--- src/common/adcpc_regs.vh ---
// Register offsets, field positions, encodings and timing counts for the converter control block
`ifndef ADCPC_REGS_VH
`define ADCPC_REGS_VH

// Register byte offsets on the 8-bit register port
`define ADCPC_OFS_CTRL        8'h00
`define ADCPC_OFS_CTRL2       8'h01
`define ADCPC_OFS_RES_HIGH    8'h02
`define ADCPC_OFS_RES_LOW     8'h03
`define ADCPC_OFS_CMP_HIGH    8'h04
`define ADCPC_OFS_CMP_LOW     8'h05
`define ADCPC_OFS_CONFIG      8'h06
`define ADCPC_OFS_PIN_LOW     8'h07
`define ADCPC_OFS_PIN_MID     8'h08
`define ADCPC_OFS_PIN_HIGH    8'h09

// Control register fields
`define ADCPC_CTRL_COMPLETE   7
`define ADCPC_CTRL_IRQ_EN     6
`define ADCPC_CTRL_CH_HI      4
`define ADCPC_CTRL_CH_LO      0
`define ADCPC_CH_DISABLED     5'h1f

// Second control register fields
`define ADCPC_CTRL2_ACTIVE    7
`define ADCPC_CTRL2_CMP_EN    5
`define ADCPC_CTRL2_CMP_GT    4

// Configuration register fields
`define ADCPC_CFG_DIV_HI      6
`define ADCPC_CFG_DIV_LO      5
`define ADCPC_CFG_MODE_HI     3
`define ADCPC_CFG_MODE_LO     2
`define ADCPC_CFG_CLK_HI      1
`define ADCPC_CFG_CLK_LO      0

// Encodings
`define ADCPC_CLK_BUS         2'h0
`define ADCPC_CLK_BUS_HALF    2'h1
`define ADCPC_CLK_ALT         2'h2
`define ADCPC_CLK_ASYNC       2'h3
`define ADCPC_MODE_8          2'h0
`define ADCPC_MODE_12         2'h1
`define ADCPC_MODE_10         2'h2

// Reset values
`define ADCPC_RST_CTRL        8'h1f
`define ADCPC_RST_ZERO        8'h00

// Timing: converter clock ticks spent sampling, bus cycles per internal oscillator tick
`define ADCPC_SAMPLE_TICKS    4'h4
`define ADCPC_ASYNC_DIV       3'h3
`endif

--- src/rtl/adcpc_top.v ---
// Converter control: register port, pin control, clock select/divide, SAR sequencing and results
//
// Decided for this implementation: the register addresses and strobed register access.
`timescale 1ns/10ps
`include "adcpc_regs.vh"

module adcpc_top (
    input  wire        sys_clk,
    input  wire        rstn,
    input  wire [7:0]  reg_addr,
    input  wire [7:0]  reg_wdata,
    input  wire        reg_wr,
    input  wire        reg_rd,
    output reg  [7:0]  reg_rdata,
    input  wire [23:0] port_pin_in,
    output reg  [23:0] port_read_value,
    output wire [23:0] pin_output_hiz,
    output wire [23:0] pin_input_disable,
    output wire [23:0] pin_pullup_disable,
    input  wire        alternate_clock,
    input  wire        stop_mode,
    input  wire        comparator_in,
    output reg  [11:0] dac_code_r,
    output reg  [4:0]  channel_select_r,
    output reg         converter_clock_r,
    output reg         async_clock_on_r,
    output reg         converter_powered_r,
    output reg         conv_irq_r
);

    localparam ST_IDLE   = 2'h0;
    localparam ST_SAMPLE = 2'h1;
    localparam ST_CONV   = 2'h2;
    localparam ST_STORE  = 2'h3;

    // Last divider count: ticks of the chosen source per converter clock tick, less one
    function [2:0] div_last;
        input [1:0] code;
        begin
            div_last = (3'h1 << code) - 3'h1;
        end
    endfunction

    // Round an approximation down by one bit, saturating at the mode's full scale
    function [9:0] round_drop;
        input [9:0] upper;
        input       half;
        input [9:0] full;
        reg   [10:0] sum;
        begin
            sum = {1'b0, upper} + {10'h000, half};
            round_drop = (sum > {1'b0, full}) ? full : sum[9:0];
        end
    endfunction

    reg  [7:0]  pin_low_r;
    reg  [7:0]  pin_mid_r;
    reg  [7:0]  pin_high_r;
    reg         complete_r;
    reg         irq_en_r;
    reg         cmp_en_r;
    reg         cmp_gt_r;
    reg  [1:0]  clk_sel_r;
    reg  [1:0]  div_sel_r;
    reg  [1:0]  mode_r;
    reg  [7:0]  cmp_high_r;
    reg  [7:0]  cmp_low_r;
    reg  [7:0]  res_high_r;
    reg  [7:0]  res_low_r;
    reg         res_hold_r;
    reg  [1:0]  state_r;
    reg  [3:0]  sample_cnt_r;
    reg  [11:0] bit_r;
    reg         half_r;
    reg         alt_prev_r;
    reg  [2:0]  osc_cnt_r;
    reg  [2:0]  div_cnt_r;

    wire [23:0] pin_dis = {pin_high_r, pin_mid_r, pin_low_r};
    wire        mode8   = (mode_r == `ADCPC_MODE_8);
    wire        mode10  = (mode_r == `ADCPC_MODE_10);

    wire wr_ctrl  = reg_wr && (reg_addr == `ADCPC_OFS_CTRL);
    wire ch_off   = (reg_wdata[`ADCPC_CTRL_CH_HI:`ADCPC_CTRL_CH_LO] == `ADCPC_CH_DISABLED);
    wire start    = wr_ctrl && !ch_off;
    // A change of mode, compare setup or clocking invalidates a running conversion
    wire cfg_wr   = reg_wr && ((reg_addr == `ADCPC_OFS_CTRL2) ||
                    (reg_addr == `ADCPC_OFS_CONFIG) || (reg_addr == `ADCPC_OFS_CMP_HIGH) ||
                    (reg_addr == `ADCPC_OFS_CMP_LOW));
    // Stop halts every source except the internal oscillator
    wire stop_abort = stop_mode && (clk_sel_r != `ADCPC_CLK_ASYNC);
    wire busy     = (state_r != ST_IDLE);
    wire abort    = busy && (wr_ctrl || cfg_wr || stop_abort);

    // Pin control outputs and port read gating
    assign pin_output_hiz     = pin_dis;
    assign pin_input_disable  = pin_dis;
    assign pin_pullup_disable = pin_dis;

    genvar gi;
    generate
        for (gi = 0; gi < 24; gi = gi + 1) begin : g_pin
            always @(posedge sys_clk or negedge rstn) begin
                if (!rstn) begin
                    port_read_value[gi] <= 1'b0;
                end else begin
                    port_read_value[gi] <= port_pin_in[gi] & ~pin_dis[gi];
                end
            end
        end
    endgenerate

    // Source tick: one of four clocks, each turned into a bus-cycle pulse
    reg src_tick;
    always @* begin
        case (clk_sel_r)
            `ADCPC_CLK_BUS:      src_tick = 1'b1;
            `ADCPC_CLK_BUS_HALF: src_tick = half_r;
            `ADCPC_CLK_ALT:      src_tick = alternate_clock & ~alt_prev_r;
            default:             src_tick = (osc_cnt_r == `ADCPC_ASYNC_DIV - 3'h1);
        endcase
    end

    wire converter_clock_tick = busy && src_tick && (div_cnt_r == div_last(div_sel_r));

    always @(posedge sys_clk or negedge rstn) begin
        if (!rstn) begin
            half_r            <= 1'b0;
            alt_prev_r        <= 1'b0;
            osc_cnt_r         <= 3'h0;
            div_cnt_r         <= 3'h0;
            converter_clock_r <= 1'b0;
            async_clock_on_r  <= 1'b0;
        end else begin
            half_r     <= ~half_r;
            alt_prev_r <= alternate_clock;
            // Oscillator only runs while selected and converting, saving power when idle
            if (busy && clk_sel_r == `ADCPC_CLK_ASYNC) begin
                osc_cnt_r <= (osc_cnt_r == `ADCPC_ASYNC_DIV - 3'h1) ? 3'h0 : osc_cnt_r + 3'h1;
            end else begin
                osc_cnt_r <= 3'h0;
            end
            async_clock_on_r <= busy && (clk_sel_r == `ADCPC_CLK_ASYNC);
            if (!busy) begin
                div_cnt_r <= 3'h0;
            end else if (src_tick) begin
                div_cnt_r <= (div_cnt_r == div_last(div_sel_r)) ? 3'h0 : div_cnt_r + 3'h1;
            end
            if (!busy) begin
                converter_clock_r <= 1'b0;
            end else if (converter_clock_tick) begin
                converter_clock_r <= ~converter_clock_r;
            end
        end
    end

    // Result shaping and compare
    reg  [11:0] shaped;
    reg  [11:0] cmp_val;
    reg  [11:0] width_mask;
    always @* begin
        if (mode8) begin
            shaped     = {2'b00, round_drop({2'b00, dac_code_r[11:4]}, dac_code_r[3],
                                            10'h0ff)};
            width_mask = 12'h0ff;
        end else if (mode10) begin
            shaped     = {2'b00, round_drop(dac_code_r[11:2], dac_code_r[1], 10'h3ff)};
            width_mask = 12'h3ff;
        end else begin
            shaped     = dac_code_r;
            width_mask = 12'hfff;
        end
        cmp_val = {cmp_high_r[3:0], cmp_low_r} & width_mask;
    end

    wire [11:0] diff     = shaped - cmp_val;
    wire        cmp_hit  = cmp_gt_r ? (shaped >= cmp_val) : (shaped < cmp_val);
    wire        keep     = !cmp_en_r || cmp_hit;
    wire [11:0] stored   = (cmp_en_r ? diff : shaped) & width_mask;
    wire        blocked  = res_hold_r && !mode8;
    wire        do_store = (state_r == ST_STORE) && keep && !blocked;
    wire        rd_high  = reg_rd && (reg_addr == `ADCPC_OFS_RES_HIGH);
    wire        rd_low   = reg_rd && (reg_addr == `ADCPC_OFS_RES_LOW);
    wire        last_bit = mode8 ? bit_r[3] : bit_r[0];

    // Approximation sequencer
    always @(posedge sys_clk or negedge rstn) begin
        if (!rstn) begin
            state_r             <= ST_IDLE;
            sample_cnt_r        <= 4'h0;
            bit_r               <= 12'h000;
            dac_code_r          <= 12'h000;
            converter_powered_r <= 1'b0;
        end else begin
            converter_powered_r <= busy || start;
            if (start) begin
                state_r      <= ST_SAMPLE;
                sample_cnt_r <= `ADCPC_SAMPLE_TICKS;
                dac_code_r   <= 12'h000;
            end else if (abort) begin
                state_r <= ST_IDLE;
            end else begin
                case (state_r)
                    ST_SAMPLE: begin
                        if (converter_clock_tick) begin
                            if (sample_cnt_r == 4'h1) begin
                                state_r    <= ST_CONV;
                                bit_r      <= 12'h800;
                                dac_code_r <= 12'h800;
                            end else begin
                                sample_cnt_r <= sample_cnt_r - 4'h1;
                            end
                        end
                    end
                    ST_CONV: begin
                        if (converter_clock_tick) begin
                            if (last_bit) begin
                                dac_code_r <= comparator_in ? dac_code_r : dac_code_r & ~bit_r;
                                state_r    <= ST_STORE;
                            end else begin
                                dac_code_r <= (comparator_in ? dac_code_r
                                              : dac_code_r & ~bit_r) | (bit_r >> 1);
                                bit_r      <= bit_r >> 1;
                            end
                        end
                    end
                    ST_STORE: begin
                        // A blocked transfer loses its result and converts again
                        if (blocked && keep) begin
                            state_r      <= ST_SAMPLE;
                            sample_cnt_r <= `ADCPC_SAMPLE_TICKS;
                            dac_code_r   <= 12'h000;
                        end else begin
                            state_r <= ST_IDLE;
                        end
                    end
                    default: state_r <= ST_IDLE;
                endcase
            end
        end
    end

    // Register file
    always @(posedge sys_clk or negedge rstn) begin
        if (!rstn) begin
            pin_low_r        <= `ADCPC_RST_ZERO;
            pin_mid_r        <= `ADCPC_RST_ZERO;
            pin_high_r       <= `ADCPC_RST_ZERO;
            channel_select_r <= `ADCPC_CH_DISABLED;
            irq_en_r         <= 1'b0;
            cmp_en_r         <= 1'b0;
            cmp_gt_r         <= 1'b0;
            clk_sel_r        <= `ADCPC_CLK_BUS;
            div_sel_r        <= 2'h0;
            mode_r           <= `ADCPC_MODE_8;
            cmp_high_r       <= `ADCPC_RST_ZERO;
            cmp_low_r        <= `ADCPC_RST_ZERO;
            res_high_r       <= `ADCPC_RST_ZERO;
            res_low_r        <= `ADCPC_RST_ZERO;
            res_hold_r       <= 1'b0;
            complete_r       <= 1'b0;
            conv_irq_r       <= 1'b0;
            reg_rdata        <= 8'h00;
        end else begin
            if (reg_wr) begin
                if (reg_addr == `ADCPC_OFS_CTRL) begin
                    irq_en_r         <= reg_wdata[`ADCPC_CTRL_IRQ_EN];
                    channel_select_r <= reg_wdata[`ADCPC_CTRL_CH_HI:`ADCPC_CTRL_CH_LO];
                end else if (reg_addr == `ADCPC_OFS_CTRL2) begin
                    cmp_en_r <= reg_wdata[`ADCPC_CTRL2_CMP_EN];
                    cmp_gt_r <= reg_wdata[`ADCPC_CTRL2_CMP_GT];
                end else if (reg_addr == `ADCPC_OFS_CMP_HIGH) begin
                    cmp_high_r <= reg_wdata;
                end else if (reg_addr == `ADCPC_OFS_CMP_LOW) begin
                    cmp_low_r <= reg_wdata;
                end else if (reg_addr == `ADCPC_OFS_CONFIG) begin
                    div_sel_r <= reg_wdata[`ADCPC_CFG_DIV_HI:`ADCPC_CFG_DIV_LO];
                    mode_r    <= reg_wdata[`ADCPC_CFG_MODE_HI:`ADCPC_CFG_MODE_LO];
                    clk_sel_r <= reg_wdata[`ADCPC_CFG_CLK_HI:`ADCPC_CFG_CLK_LO];
                end else if (reg_addr == `ADCPC_OFS_PIN_LOW) begin
                    pin_low_r <= reg_wdata;
                end else if (reg_addr == `ADCPC_OFS_PIN_MID) begin
                    pin_mid_r <= reg_wdata;
                end else if (reg_addr == `ADCPC_OFS_PIN_HIGH) begin
                    pin_high_r <= reg_wdata;
                end
            end

            // Reading high in 12/10-bit mode holds off new transfers until low is read
            if (rd_low) begin
                res_hold_r <= 1'b0;
            end else if (rd_high && !mode8) begin
                res_hold_r <= 1'b1;
            end

            if (do_store) begin
                res_high_r <= {4'h0, stored[11:8]};
                res_low_r  <= stored[7:0];
            end

            // Hardware set wins over the clear by a control write or a low result read
            if (do_store) begin
                complete_r <= 1'b1;
            end else if (wr_ctrl || rd_low) begin
                complete_r <= 1'b0;
            end
            conv_irq_r <= (do_store || (complete_r && !wr_ctrl && !rd_low))
                          && (wr_ctrl ? reg_wdata[`ADCPC_CTRL_IRQ_EN] : irq_en_r);

            if (reg_rd) begin
                if (reg_addr == `ADCPC_OFS_CTRL) begin
                    reg_rdata <= {complete_r, irq_en_r, 1'b0, channel_select_r};
                end else if (reg_addr == `ADCPC_OFS_CTRL2) begin
                    reg_rdata <= {busy, 1'b0, cmp_en_r, cmp_gt_r, 4'h0};
                end else if (reg_addr == `ADCPC_OFS_RES_HIGH) begin
                    reg_rdata <= res_high_r;
                end else if (reg_addr == `ADCPC_OFS_RES_LOW) begin
                    reg_rdata <= res_low_r;
                end else if (reg_addr == `ADCPC_OFS_CMP_HIGH) begin
                    reg_rdata <= cmp_high_r;
                end else if (reg_addr == `ADCPC_OFS_CMP_LOW) begin
                    reg_rdata <= cmp_low_r;
                end else if (reg_addr == `ADCPC_OFS_CONFIG) begin
                    reg_rdata <= {1'b0, div_sel_r, 1'b0, mode_r, clk_sel_r};
                end else if (reg_addr == `ADCPC_OFS_PIN_LOW) begin
                    reg_rdata <= pin_low_r;
                end else if (reg_addr == `ADCPC_OFS_PIN_MID) begin
                    reg_rdata <= pin_mid_r;
                end else if (reg_addr == `ADCPC_OFS_PIN_HIGH) begin
                    reg_rdata <= pin_high_r;
                end else begin
                    reg_rdata <= 8'h00;
                end
            end else begin
                reg_rdata <= 8'h00;
            end
        end
    end

endmodule

--- config.mk ---
export PLATFORM = sky130hd
export DESIGN_NAME = adcpc_top
export DESIGN_NICKNAME = d
export VERILOG_FILES = /design/src/rtl/adcpc_top.v
export VERILOG_INCLUDE_DIRS = /design/src /design/src/common
export SDC_FILE = /design/constraint.sdc
export NUM_CORES = 1
export LEC_CHECK = 0
export ABC_CLOCK_PERIOD_IN_PS = 9900
export BUFFER_PORTS_ARGS = -buffer_cell sky130_fd_sc_hd__buf_4
export CORE_MARGIN = 2
export CORE_UTILIZATION = 50
export DETAILED_ROUTE_END_ITERATION = 8
export PLACE_DENSITY = 0.71
export SLEW_MARGIN = 20
export SYNTH_ARGS = -nofsm -noshare
export SYNTH_HDL_FRONTEND = slang
export SYNTH_SLANG_ARGS = --single-unit
--- constraint.sdc ---
create_clock -name sys_clk -period 9.9 [get_ports sys_clk]
set_input_delay 0.99 -clock sys_clk [delete_from_list [all_inputs] [get_ports sys_clk]]
set_output_delay 0.99 -clock sys_clk [all_outputs]
set_load 0.02 [all_outputs]
Word level (Yosys, flattened, before mapping) --
Index checks and enable logic that the tools add are counted.
Operators by class: add/sub/neg operators 7, $mul 0, div/mod/pow operators 0, $lt $le $gt $ge 4, equality and inequality tests 37, shifts and indexed selects 1, multiplexer cells 59, bitwise operators 66, reduce and logical (&&, ||, !) cells 54
Operators with widths (count):
- $mux 12 | 15
- $mux 8 | 11
- $and 12x12->12 | 3
- $not 1->1 | 36
- $pmux 12 s3 | 1
- $eq 8x3->1 const B | 4
- $and 1x1->1 | 25
- $pmux 12 s2 | 1
- $mux 4 | 5
- $logic_and 1x1->1 | 18
- $eq 8x2->1 const B | 2
- $eq 8x4->1 const B | 2
- $ne 4x4->1 const B | 4
- $mux 3 | 5
- $reduce_and 7->1 | 2
- $ge 12x12->1 | 1
- $lt 12x12->1 | 1
- $mux 2 | 6
- $ne 2x2->1 const B | 6
- $ne 3x3->1 const B | 4
- $not 12->12 | 1
- $or 12x11->12 | 1
- $reduce_and 6->1 | 2
- $sub 12x12->12 | 1
- 36 further kinds | 71
Storage, ports and cells: bits in registers 142, latch bits 0, memory bits (writable) 0, memory bits (read-only) 0, input port bits 47, output and inout bits 125, word-level logic and storage cells 281, memories 0

Logic depth before layout (Yosys ltp) --
Gate-level depths: netlist of run 1.
word-level depth 13, gate-level depth with buffers 18

Worst setup path after synthesis of run 1 --
OpenSTA, ideal clock, no wires.
kind reg2reg, start reg dac_code_r[3], end reg res_low_r[5], arrival 3695 ps, required time 9777 ps, slack 6082 ps, cell stages (with the launch flop) 16, buffers on the path 1, cell sequence dfrtp_1 ha_1 ha_1 nand3_1 o21ai_0 o22ai_1 a21oi_1 ha_1 a211oi_1 o21ai_0 a211oi_1 a211oi_1 or2_2 clkbuf_1 a211oi_1 nor2_1
On the way: cells in the longest elaborated chain, start to end 10, elaborated cells on any way between the ends 17
Ends and longest elaborated chain:
- start: declaration | line adcpc_top.v:23 | output reg [11:0] dac_code_r,
- start signal: assignment | line adcpc_top.v:218 | dac_code_r <= comparator_in ? dac_code_r : dac_code_r & ~bit_r;
- start signal: assignment | line adcpc_top.v:221 | dac_code_r <= (comparator_in ? dac_code_r
- $add 10x1->11 | line adcpc_top.v:51 | sum = {1'b0, upper} + {10'h000, half};
- $gt 11x10->1 | line adcpc_top.v:52 | round_drop = (sum > {1'b0, full}) ? full : sum[9:0];
- $mux 10 | line adcpc_top.v:52
- $mux 12 | line adcpc_top.v:166 | end else if (mode10) begin
- $mux 12 (*) | line adcpc_top.v:162 | if (mode8) begin
- $lt 12x12->1 or $ge 12x12->1 (tied branches) | line adcpc_top.v:177 | wire cmp_hit = cmp_gt_r ? (shaped >= cmp_val) : (shaped < cmp_val);
- $mux 1 | line adcpc_top.v:177
- $logic_or 1x1->1 | line adcpc_top.v:178 | wire keep = !cmp_en_r || cmp_hit;
- $logic_and 1x1->1 (2 in a row) | line adcpc_top.v:181 | wire do_store = (state_r == ST_STORE) && keep && !blocked;
- end signal: assignment | line adcpc_top.v:259 | res_low_r <= `ADCPC_RST_ZERO;
- end signal: assignment | line adcpc_top.v:298 | res_low_r <= stored[7:0];
- end: declaration | line adcpc_top.v:69 | reg [7:0] res_low_r;
Every way passes the cells marked *; elsewhere a longest branch is shown, timed or not. A chain may end at the register's enable or synchronous reset.

Worst setup path in the final report of run 1 --
start reg dac_code_r[3], end reg dac_code_r[8]
On the way: cells in the longest elaborated chain, start to end 11, elaborated cells on any way between the ends 15
Ends and longest elaborated chain:
- $add 10x1->11 | line adcpc_top.v:51
- $gt 11x10->1 | line adcpc_top.v:52
- $mux 10 | line adcpc_top.v:52
- $mux 12 | line adcpc_top.v:166
- $mux 12 (*) | line adcpc_top.v:162
- $lt 12x12->1 or $ge 12x12->1 (tied branches) | line adcpc_top.v:177
- $mux 1 (*) | line adcpc_top.v:177
- $logic_or 1x1->1 (*) | line adcpc_top.v:178
- $logic_and 1x1->1 (*) | line adcpc_top.v:229 | if (blocked && keep) begin
- $ne 3x2->1 (no source line) (*)
- $reduce_and 6->1 (no source line) (*)
Marks and branches as above.

==> results of run 1 <==
## sequential cells by signal, indices dropped and copies added, names as in the netlist, 8 cells and up
register	count
bit_r	12
port_read_value	24
pin_high_r	8
pin_mid_r	8
pin_low_r	8
cmp_low_r	8
reg_rdata	8
res_low_r	8
dac_code_r	12
cmp_high_r	8
## per-layer routing
| layer | track usage (%) | up-vias |
|---|---|---|
| met1 | 31.9 | 3064 |
| met5 | 0 | - |
| met4 | 10.8 | 0 |
| met3 | 5.78 | 51 |
| met2 | 38.4 | 271 |
| li1 | - | 3040 |
## cell families after synthesis
kind of cell / share of synthesized area, %
simple gates: 15.3
compound gates: 15.9
flops: 44.8
buf+inv: 8.05
mux: 9.63
fa+ha+maj: 3.88
xor+xnor: 2.32
## stage by stage
step	power, µW	cells	hold WS (ns)	util [%]
floorplan	1090	808	0.395	-
global placement	1240	1111	0.409	57.3
detailed placement	1250	1111	0.413	57.3
CTS	1870	1142	0.422	60.9
global route	1970	1142	0.442	60.9
finish	1860	1142	0.420	60.9
## worst max-delay path, cell delays in order (launching register included)
cell      delay [ns]
dfrtp_1         0.48
ha_1            0.25
ha_1            0.20
nand3_1         0.16
o21ai_0         0.46
o22ai_1         0.17
a21oi_1         0.19
ha_1            0.32
a211oi_1        0.31
o21ai_0         0.25
a211oi_1        0.40
a211oi_1        0.11
nor3b_2         0.68
nand2_1         0.11
a32o_1          0.29
## synthesized netlist by cell type (3+ instances only)
cell type / n
xnor2_1: 14
xor2_1: 7
a31o_2: 3
buf_2: 4
nor2_1: 52
o21ai_0: 59
buf_1: 3
o211ai_1: 4
ha_1: 23
dfstp_2: 5
mux2i_1: 19
or3_1: 5
o211a_1: 3
or2_2: 3
mux2_2: 49
a31oi_1: 8
nor2b_1: 33
a21oi_1: 33
dfrtp_1: 137
and3_1: 4
a21o_1: 4
a221oi_1: 9
nand4_1: 5
a32o_1: 11
inv_1: 35
buf_4: 48
o21a_1: 4
nand3b_1: 4
nand2_1: 69
nand2b_1: 5
a211oi_1: 15
nor3b_1: 3
nand3_1: 20
o22ai_1: 9
clkbuf_1: 31
nor3_1: 14
and2_1: 9
## report_power, final
group / leakage [µW] / internal, µW / total [µW] / switching [µW]
sequential: 0.00183 / 641 / 710 / 69.3
combinational: 0.00244 / 213 / 528 / 315
clock: 0.000270 / 371 / 624 / 253
total: 0.00454 / 1230 / 1860 / 637
## path summary, 6_finish.rpt
| path | slack (ns) | endpoint | start |
|---|---|---|---|
| max in group asynchronous | 8.01 | res_low_r[3] | rstn |
| worst min-delay path | 0.42 | half_r | half_r |
| worst min register to register | 0.42 | half_r | half_r |
| min in group asynchronous | 0.61 | bit_r[0] | rstn |
| worst max-delay path | 5.40 | dac_code_r[8] | dac_code_r[3] |
| worst max register to register | 5.40 | dac_code_r[8] | dac_code_r[3] |
## cell type report
| type | instances | share of cell area (%) |
|---|---|---|
| clock buffer | 19 | 4.52 |
| clock inverter | 12 | 1.42 |
| inverter | 35 | 1.37 |
| multi-input combinational | 545 | 39.1 |
| sequential | 142 | 37.2 |
| tap | 216 | 2.82 |
| timing repair buffer | 173 | 13.6 |
## cells in the final DEF, fill, tap and decap left out, types with 3 or more instances in the layout
cell	netlist	layout
buf_4	48	172
dfrtp_1	137	137
nand2_1	69	69
o21ai_0	59	59
nor2_1	52	52
mux2_2	49	49
inv_1	35	35
nor2b_1	33	33
a21oi_1	33	33
ha_1	23	23
nand3_1	20	20
mux2i_1	19	19
clkbuf_16	0	17
a211oi_1	15	15
nor3_1	14	14
xnor2_1	14	14
a32o_1	11	11
and2_1	9	9
o22ai_1	9	9
a221oi_1	9	9
a31oi_1	8	8
xor2_1	7	7
or3_1	5	5
nand2b_1	5	5
nand4_1	5	5
dfstp_2	5	5
and3_1	4	4
nand3b_1	4	4
o211ai_1	4	4
a21o_1	4	4
o21a_1	4	4
nor3b_1	3	3
or2_2	3	3
o211a_1	3	3
a31o_2	3	3
inv_6	0	3
clkinvlp_4	0	3
==> reports/summary.txt, run 1 <==
worst-skew pair later-pin latency: 0.43 ns
Unique masters post-synth: 72
Worst Path Required: 10.22 ns
total CTS buffers: 17
drt total wl: 20,200 µm
most common flop cell mapped by yosys: dfrtp_1
number of fill cells: 1,333
via density per instance: 5.63
share of the synthesized area in the top cell type: 43.2%
Core Area: 15,700 µm²
syn_nets: 879
CTS tree: done
hold_buf cts: 0
Setup crit start kind: flop
Hold WC Path Type: reg -> reg
global-route wire length before repair: 31,700 µm
unrepaired setup endpoints after global routing: false
relative slew slack: 30.6%
Max Transition Viols Final: 0
I/O Buffers: 171
Post-Syn Area: 7940 µm²
period utilisation layout: 45.5%
status: finished clean
largest area contributor in the netlist: dfrtp_1
WS Path Type: reg -> reg
Ys Warns: 0
Placed Area: 9000 µm²
Post-Syn Area per Cell: 9.83 µm²
post-synthesis sequential area ratio: 44.8%
drt wl/cell: 17.7 µm
CP endpoint kind: flop
CP max FO: 13
violation count after the first detailed-route iteration: 513
Hold Path Cell Cnt: 1
Post-synth EDFFs: 0
Synth async-reset ratio: 100%
final worst setup slack: 5.40 ns
largest cells by area after synthesis: dfrtp_1 (43%), mux2_2 (6.9%), buf_4 (4.5%), o21ai_0 (3.7%), ha_1 (3.6%)
post_cts resized: 0
Peak VDD IR: 0.000126 V
Reg clk slew, reported paths: 0.06 ns
die area: 16,900 µm²
DR pass1 iterations: 5
TritonCTS sink count: 142
Max clock buf depth: 2
hpwl dp: 14,700 µm
Multi-input gate area: 3740 µm²
Final min period: 4.50 ns
initial antenna violation count: 0
Leak: 0.00454 µW
vias in the first global route: 5,983
Critical Path AT: 4.82 ns
Syn Inst Count: 808
P&R area growth vs syn: 20.6%
final hold vios: 0
# setup viols final: 0
Final GP Congestion: 0.924
TNS Setup: 0 ns
pre-CTS WS: 5.51 ns
GRT Residual Overflow: 0
row count: 46
routed via count: 6,426
Root Buffer: clkbuf_16
met3 routed WL: 1410 µm
post-route cell area: 9570 µm²
met1 WL: 8770 µm
share of post-route cells with drive strength above 1: 29.7%
storage element area: 3560 µm²
nets: 985
actual slew at the worst max-slew pin: 1.04 ns
Top-Level Pins: 172
Reg2Reg Depth: 14
Met2 Routed Length: 9440 µm
#FFs+latches synth: 142
DRT antenna net count: 0
PD cells: 194 nW/µm²
largest net degree at the start of global routing: 83
diode count: 0
Highest Signal Layer: met4
max cap viols: 0
Post-CTS Setup Bufs: 0
Die Wd: 130 µm
Clock Skew: 0.0106 ns
Max Freq: 222 MHz
initial core utilization: 50.5%
Global Route Usage Sum: 24.3%
die height: 130 µm
H-tree Lvls: 4
remaining design rule violation count: 0
Power figures use the tool's default switching activity.
==> run 2, diff against run 1 <==
ABC_CLOCK_PERIOD_IN_PS = 3700   (was 9900)
PLACE_DENSITY = 0.74   (was 0.71)
clock period = 3.7 ns   (was 9.9 ns; I/O delays follow)
==> reports/summary.txt, run 2 (synthesis results as in run 1) <==
final hold vios: 0
period utilisation layout: 99.1%
vias in the first global route: 6,382
max cap viols: 0
hpwl dp: 15,800 µm
routed via count: 6,815
final worst setup slack: 0.0342 ns
Multi-input gate area: 3890 µm²
initial antenna violation count: 0
largest net degree at the start of global routing: 113
drt total wl: 22,000 µm
I/O Buffers: 171
Min Hold Slack: 0.0550 ns
GRT Residual Overflow: 0
drt wl/cell: 18.3 µm
P&R area growth vs syn: 28.5%
Max Transition Viols Final: 0
hold_buf cts: 0
commonest non-fill, non-tap cell in the layout: buf_4
global-route wire length before repair: 33,600 µm
Setup crit start kind: flop
Root Buffer: clkbuf_16
worst-skew pair later-pin latency: 0.43 ns
row count: 46
diode count: 0
Design Power: 5280 µW
Cells after DPL: 1,162
CP max FO: 7
pre-CTS WS: -0.215 ns
actual slew at the worst max-slew pin: 0.968 ns
share of post-route cells with drive strength above 1: 37.1%
Regs by FF count: port_read_value (24), bit_r (12), dac_code_r (12)
max FFs per register: 24
violation count after the first detailed-route iteration: 513
# setup viols final: 0
TritonCTS sink count: 142
Reg clk slew, reported paths: 0.06 ns
number of fill cells: 1,233
Critical Path AT: 3.98 ns
nets: 1,042
initial core utilization: 50.5%
remaining design rule violation count: 0
relative slew slack: 35.5%
DRT antenna net count: 0
H-tree Lvls: 4
Hold WC Path Type: in -> async
Max Freq: 273 MHz
PD cells: 517 nW/µm²
WS Path Type: reg -> reg
DR pass1 iterations: 5
Top-Level Pins: 172
status: finished clean
commonest non-fill, non-tap cells in the layout: buf_4 (225), dfrtp_1 (133), nand2_1 (63)
CP endpoint kind: flop
Global Route Usage Sum: 25.7%
Final GP Congestion: 0.932
storage element area: 3560 µm²
total CTS buffers: 17
CTS tree: done
utilization after layout: 64.9%
Worst Path Required: 4.01 ns
Core Area: 15,700 µm²
Largest Register: port_read_value
die height: 130 µm
Final min period: 3.67 ns
Peak VDD IR: 0.000499 V
die area: 16,900 µm²
Max clock buf depth: 2
Die Wd: 130 µm
Leak: 0.00487 µW
via density per instance: 5.68
unrepaired setup endpoints after global routing: true
final std cells w/o fill: 1,200
Clock Skew: 0.00820 ns
==> run 2: worst max-delay path, cell delays in order, from the launching register on <==
cell,delay (ns)
dfrtp_2,0.39
buf_4,0.15
nand4_1,0.15
nor3_1,0.36
nor2b_2,0.15
a21oi_1,0.29
ha_1,0.31
a211oi_1,0.36
o21ai_2,0.13
a211oi_2,0.38
a211oi_2,0.07
nor3b_2,0.31
buf_4,0.23
nand2_1,0.06
a32o_1,0.23
==> run 2: stage by stage <==
stage	setup TNS [ns]	area [µm²]
finish	0	10200
global route	-1.79	10200
CTS	0	10000
detailed placement	-2.35	9400
global placement	-0.902	9400
floorplan	0	7940
==> run 2: path summary, 6_finish.rpt <==
check	cells past startpoint	endpoint	from	slack, ns
worst max register to register	14	dac_code_r[6]	dac_code_r[4]	0.03
max in group asynchronous	2	dac_code_r[4]	rstn	2.76
worst min-delay path	1	alt_prev_r	rstn	0.06
worst max-delay path	14	dac_code_r[6]	dac_code_r[4]	0.03
min in group sys_clk	1	alt_prev_r	alternate_clock	0.06
worst min register to register	1	half_r	half_r	0.42
==> run 2: layer usage <==
layer	vias up	global-route usage, %	share of wire, %
met5	-	0	0
met2	289	43.0	49
met3	53	4.55	6.4
met4	0	8.79	2.2
met1	3318	34.0	42
li1	3155	-	-
==> run 2: report_power, final <==
part	total (µW)	internal (µW)	switching (µW)
combinational	1760	734	1030
sequential	1840	1720	125
clock	1680	972	706
total	5280	3420	1860
==> run 2: layout make-up <==
type / instances / area share [%]
Multi-Input combinational cell: 545 / 38.2
Sequential cell: 142 / 34.9
Timing Repair Buffer: 230 / 17.3
Clock buffer: 19 / 4.44
Tap cell: 216 / 2.65
Inverter: 35 / 1.29
Clock inverter: 13 / 1.24
==> run 2: timing repair <==
item | CTS | global route
buffers inserted | 1 | 3
pin swaps | 1 | 27
hold endpoints to repair | 0 | 0
gates resized for setup | 3 | 38
endpoints found under the setup margin | 20 | 31
cloned | 0 | 1
==> run 3, diff against run 2 <==
RECOVER_POWER = 50   (was unset)
==> reports/summary.txt, run 3 (synthesis results as in run 1) <==
status: complete, but fails checks
failing checks: capacitance limit, slew limit
commonest non-fill, non-tap cell in the layout: buf_4
post-route cell area: 10,100 µm²
Critical Path Max Stage Delay: 0.43 ns
storage element area: 3560 µm²
CP max-delay cell: dfrtp_2
DR pass1 iterations: 5
Clock Skew: 0.00985 ns
CP endpoint kind: flop
Reg2Reg Depth: 18
worst setup path end: dac_code_r[6]
drt total wl: 22,000 µm
CP Cell Sequence: ha_4 -> ha_4 -> nand3_4 -> nor2_4 -> nor3_2 -> a211oi_2 -> a21oi_2 -> ha_2 -> inv_2 -> fa_2 -> a21oi_4 -> o21ai_2 -> a211oi_2 -> a211oi_2 -> nor3b_2 -> buf_4 -> nand2_1 -> a32o_1
die area: 16,900 µm²
Final min period: 3.67 ns
routed via count: 6,842
max cap viols: 1
WS Path Type: reg -> reg
Peak VDD IR: 0.000497 V
number of fill cells: 1,266
Die Wd: 130 µm
FF-to-FF Start: dac_code_r[4]
Core Area: 15,700 µm²
CP top delay family: compound AO/OA/AOI/OAI gates
diode count: 0
Worst Path Required: 4.01 ns
vias in the first global route: 6,382
Min Hold Slack: 0.0835 ns
final std cells w/o fill: 1,200
Critical Path AT: 3.99 ns
PD cells: 522 nW/µm²
CP dominant cell by count: a211oi_2
H-tree Lvls: 4
row count: 46
Final GP Congestion: 0.932
Top-Level Pins: 172
CP Depth: 18
I/O Buffers: 171
Largest Register: port_read_value
share of post-route cells with drive strength above 1: 34.1%
worst-skew pair later-pin latency: 0.43 ns
largest net degree at the start of global routing: 113
Multi-input gate area: 3890 µm²
Reg clk slew, reported paths: 0.06 ns
remaining design rule violation count: 0
Root Buffer: clkbuf_16
hpwl dp: 15,800 µm
global-route wire length before repair: 33,600 µm
Max clock buf depth: 2
Buf/Inv on CP: 2
drt wl/cell: 18.4 µm
GRT Residual Overflow: 0
actual slew at the worst max-slew pin: 2.77 ns
Leak: 0.00475 µW
Hold WC Path Type: in -> reg
violation count after the first detailed-route iteration: 521
Max Freq: 272 MHz
Regs by FF count: port_read_value (24), bit_r (12), dac_code_r (12)
Cells after DPL: 1,162
DRT antenna net count: 0
Placed Area: 9400 µm²
reg2reg end: dac_code_r[6]
max FFs per register: 24
P&R area growth vs syn: 27.0%
Critical Path Start: dac_code_r[4]
via density per instance: 5.70
R2R Setup Slk: 0.03 ns
Global Route Usage Sum: 25.7%
initial core utilization: 50.5%
Setup crit start kind: flop
TritonCTS sink count: 142
# setup viols final: 0
CP max FO: 6
initial antenna violation count: 0
CTS tree: done
total CTS buffers: 17
Hold Path Cell Cnt: 1
relative slew slack: -84.7%
die height: 130 µm
period utilisation layout: 99.3%
unrepaired setup endpoints after global routing: true
Max Transition Viols Final: 113
commonest non-fill, non-tap cells in the layout: buf_4 (194), dfrtp_1 (133), nand2_1 (63)
final hold vios: 0
nets: 1,042
## run 3: cell types whose count changed in the layout (fill, tap and decap cells not counted), sizes merged
cell	change
buf	-31
clkbuf	+31
## run 3: stage by stage
stage,util [%],setup slack (ns),total power (µW),setup TNS (ns)
after floorplan,-,0.0213,2900,0
after global placement,59.8,-0.0948,3430,-0.902
after detailed placement,59.8,-0.215,3460,-2.35
after CTS,63.7,0.00682,5170,0
after global routing,64.2,-0.163,5540,-1.79
final,64.2,0.0272,5270,0
## run 3: layer usage
layer  vias to the layer above  GRT usage (%)  wire length, µm
met5                         -              0                0
met4                         0           8.79              493
met3                        51           4.55             1310
met2                       289           43.0            10800
li1                       3159              -                -
met1                      3343           34.0             9440
## run 3: worst min path at each step
stage / start / to / slack, ns
finish: alternate_clock / alt_prev_r / 0.08
global route: alternate_clock / alt_prev_r / 0.08
CTS: alternate_clock / alt_prev_r / 0.05
detailed placement: half_r / half_r / 0.41
global placement: half_r / half_r / 0.41
floorplan: rstn / alt_prev_r / 0.07
## run 3: power by group
group	switching, µW	internal, µW	leakage, µW	total, µW
Sequential	125	1720	0.00183	1840
Clock	707	972	0.000285	1680
Combinational	1030	719	0.00264	1750
## run 3: final cells by class
type	count	area share [%]
Multi-Input combinational cell	545	38.6
Timing Repair Buffer	230	16.3
Inverter	35	1.30
Tap cell	216	2.68
Sequential cell	142	35.3
Clock buffer	19	4.49
Clock inverter	13	1.25
## run 3: what timing repair did
| action | CTS | global route |
|---|---|---|
| setup endpoints to repair | 20 | 31 |
| pin swaps | 1 | 27 |
| gates resized for setup | 3 | 38 |
| hold endpoints to repair | 0 | 0 |
| hold buffers | 0 | 0 |
| setup buffers | 1 | 3 |
| gates cloned | 0 | 1 |
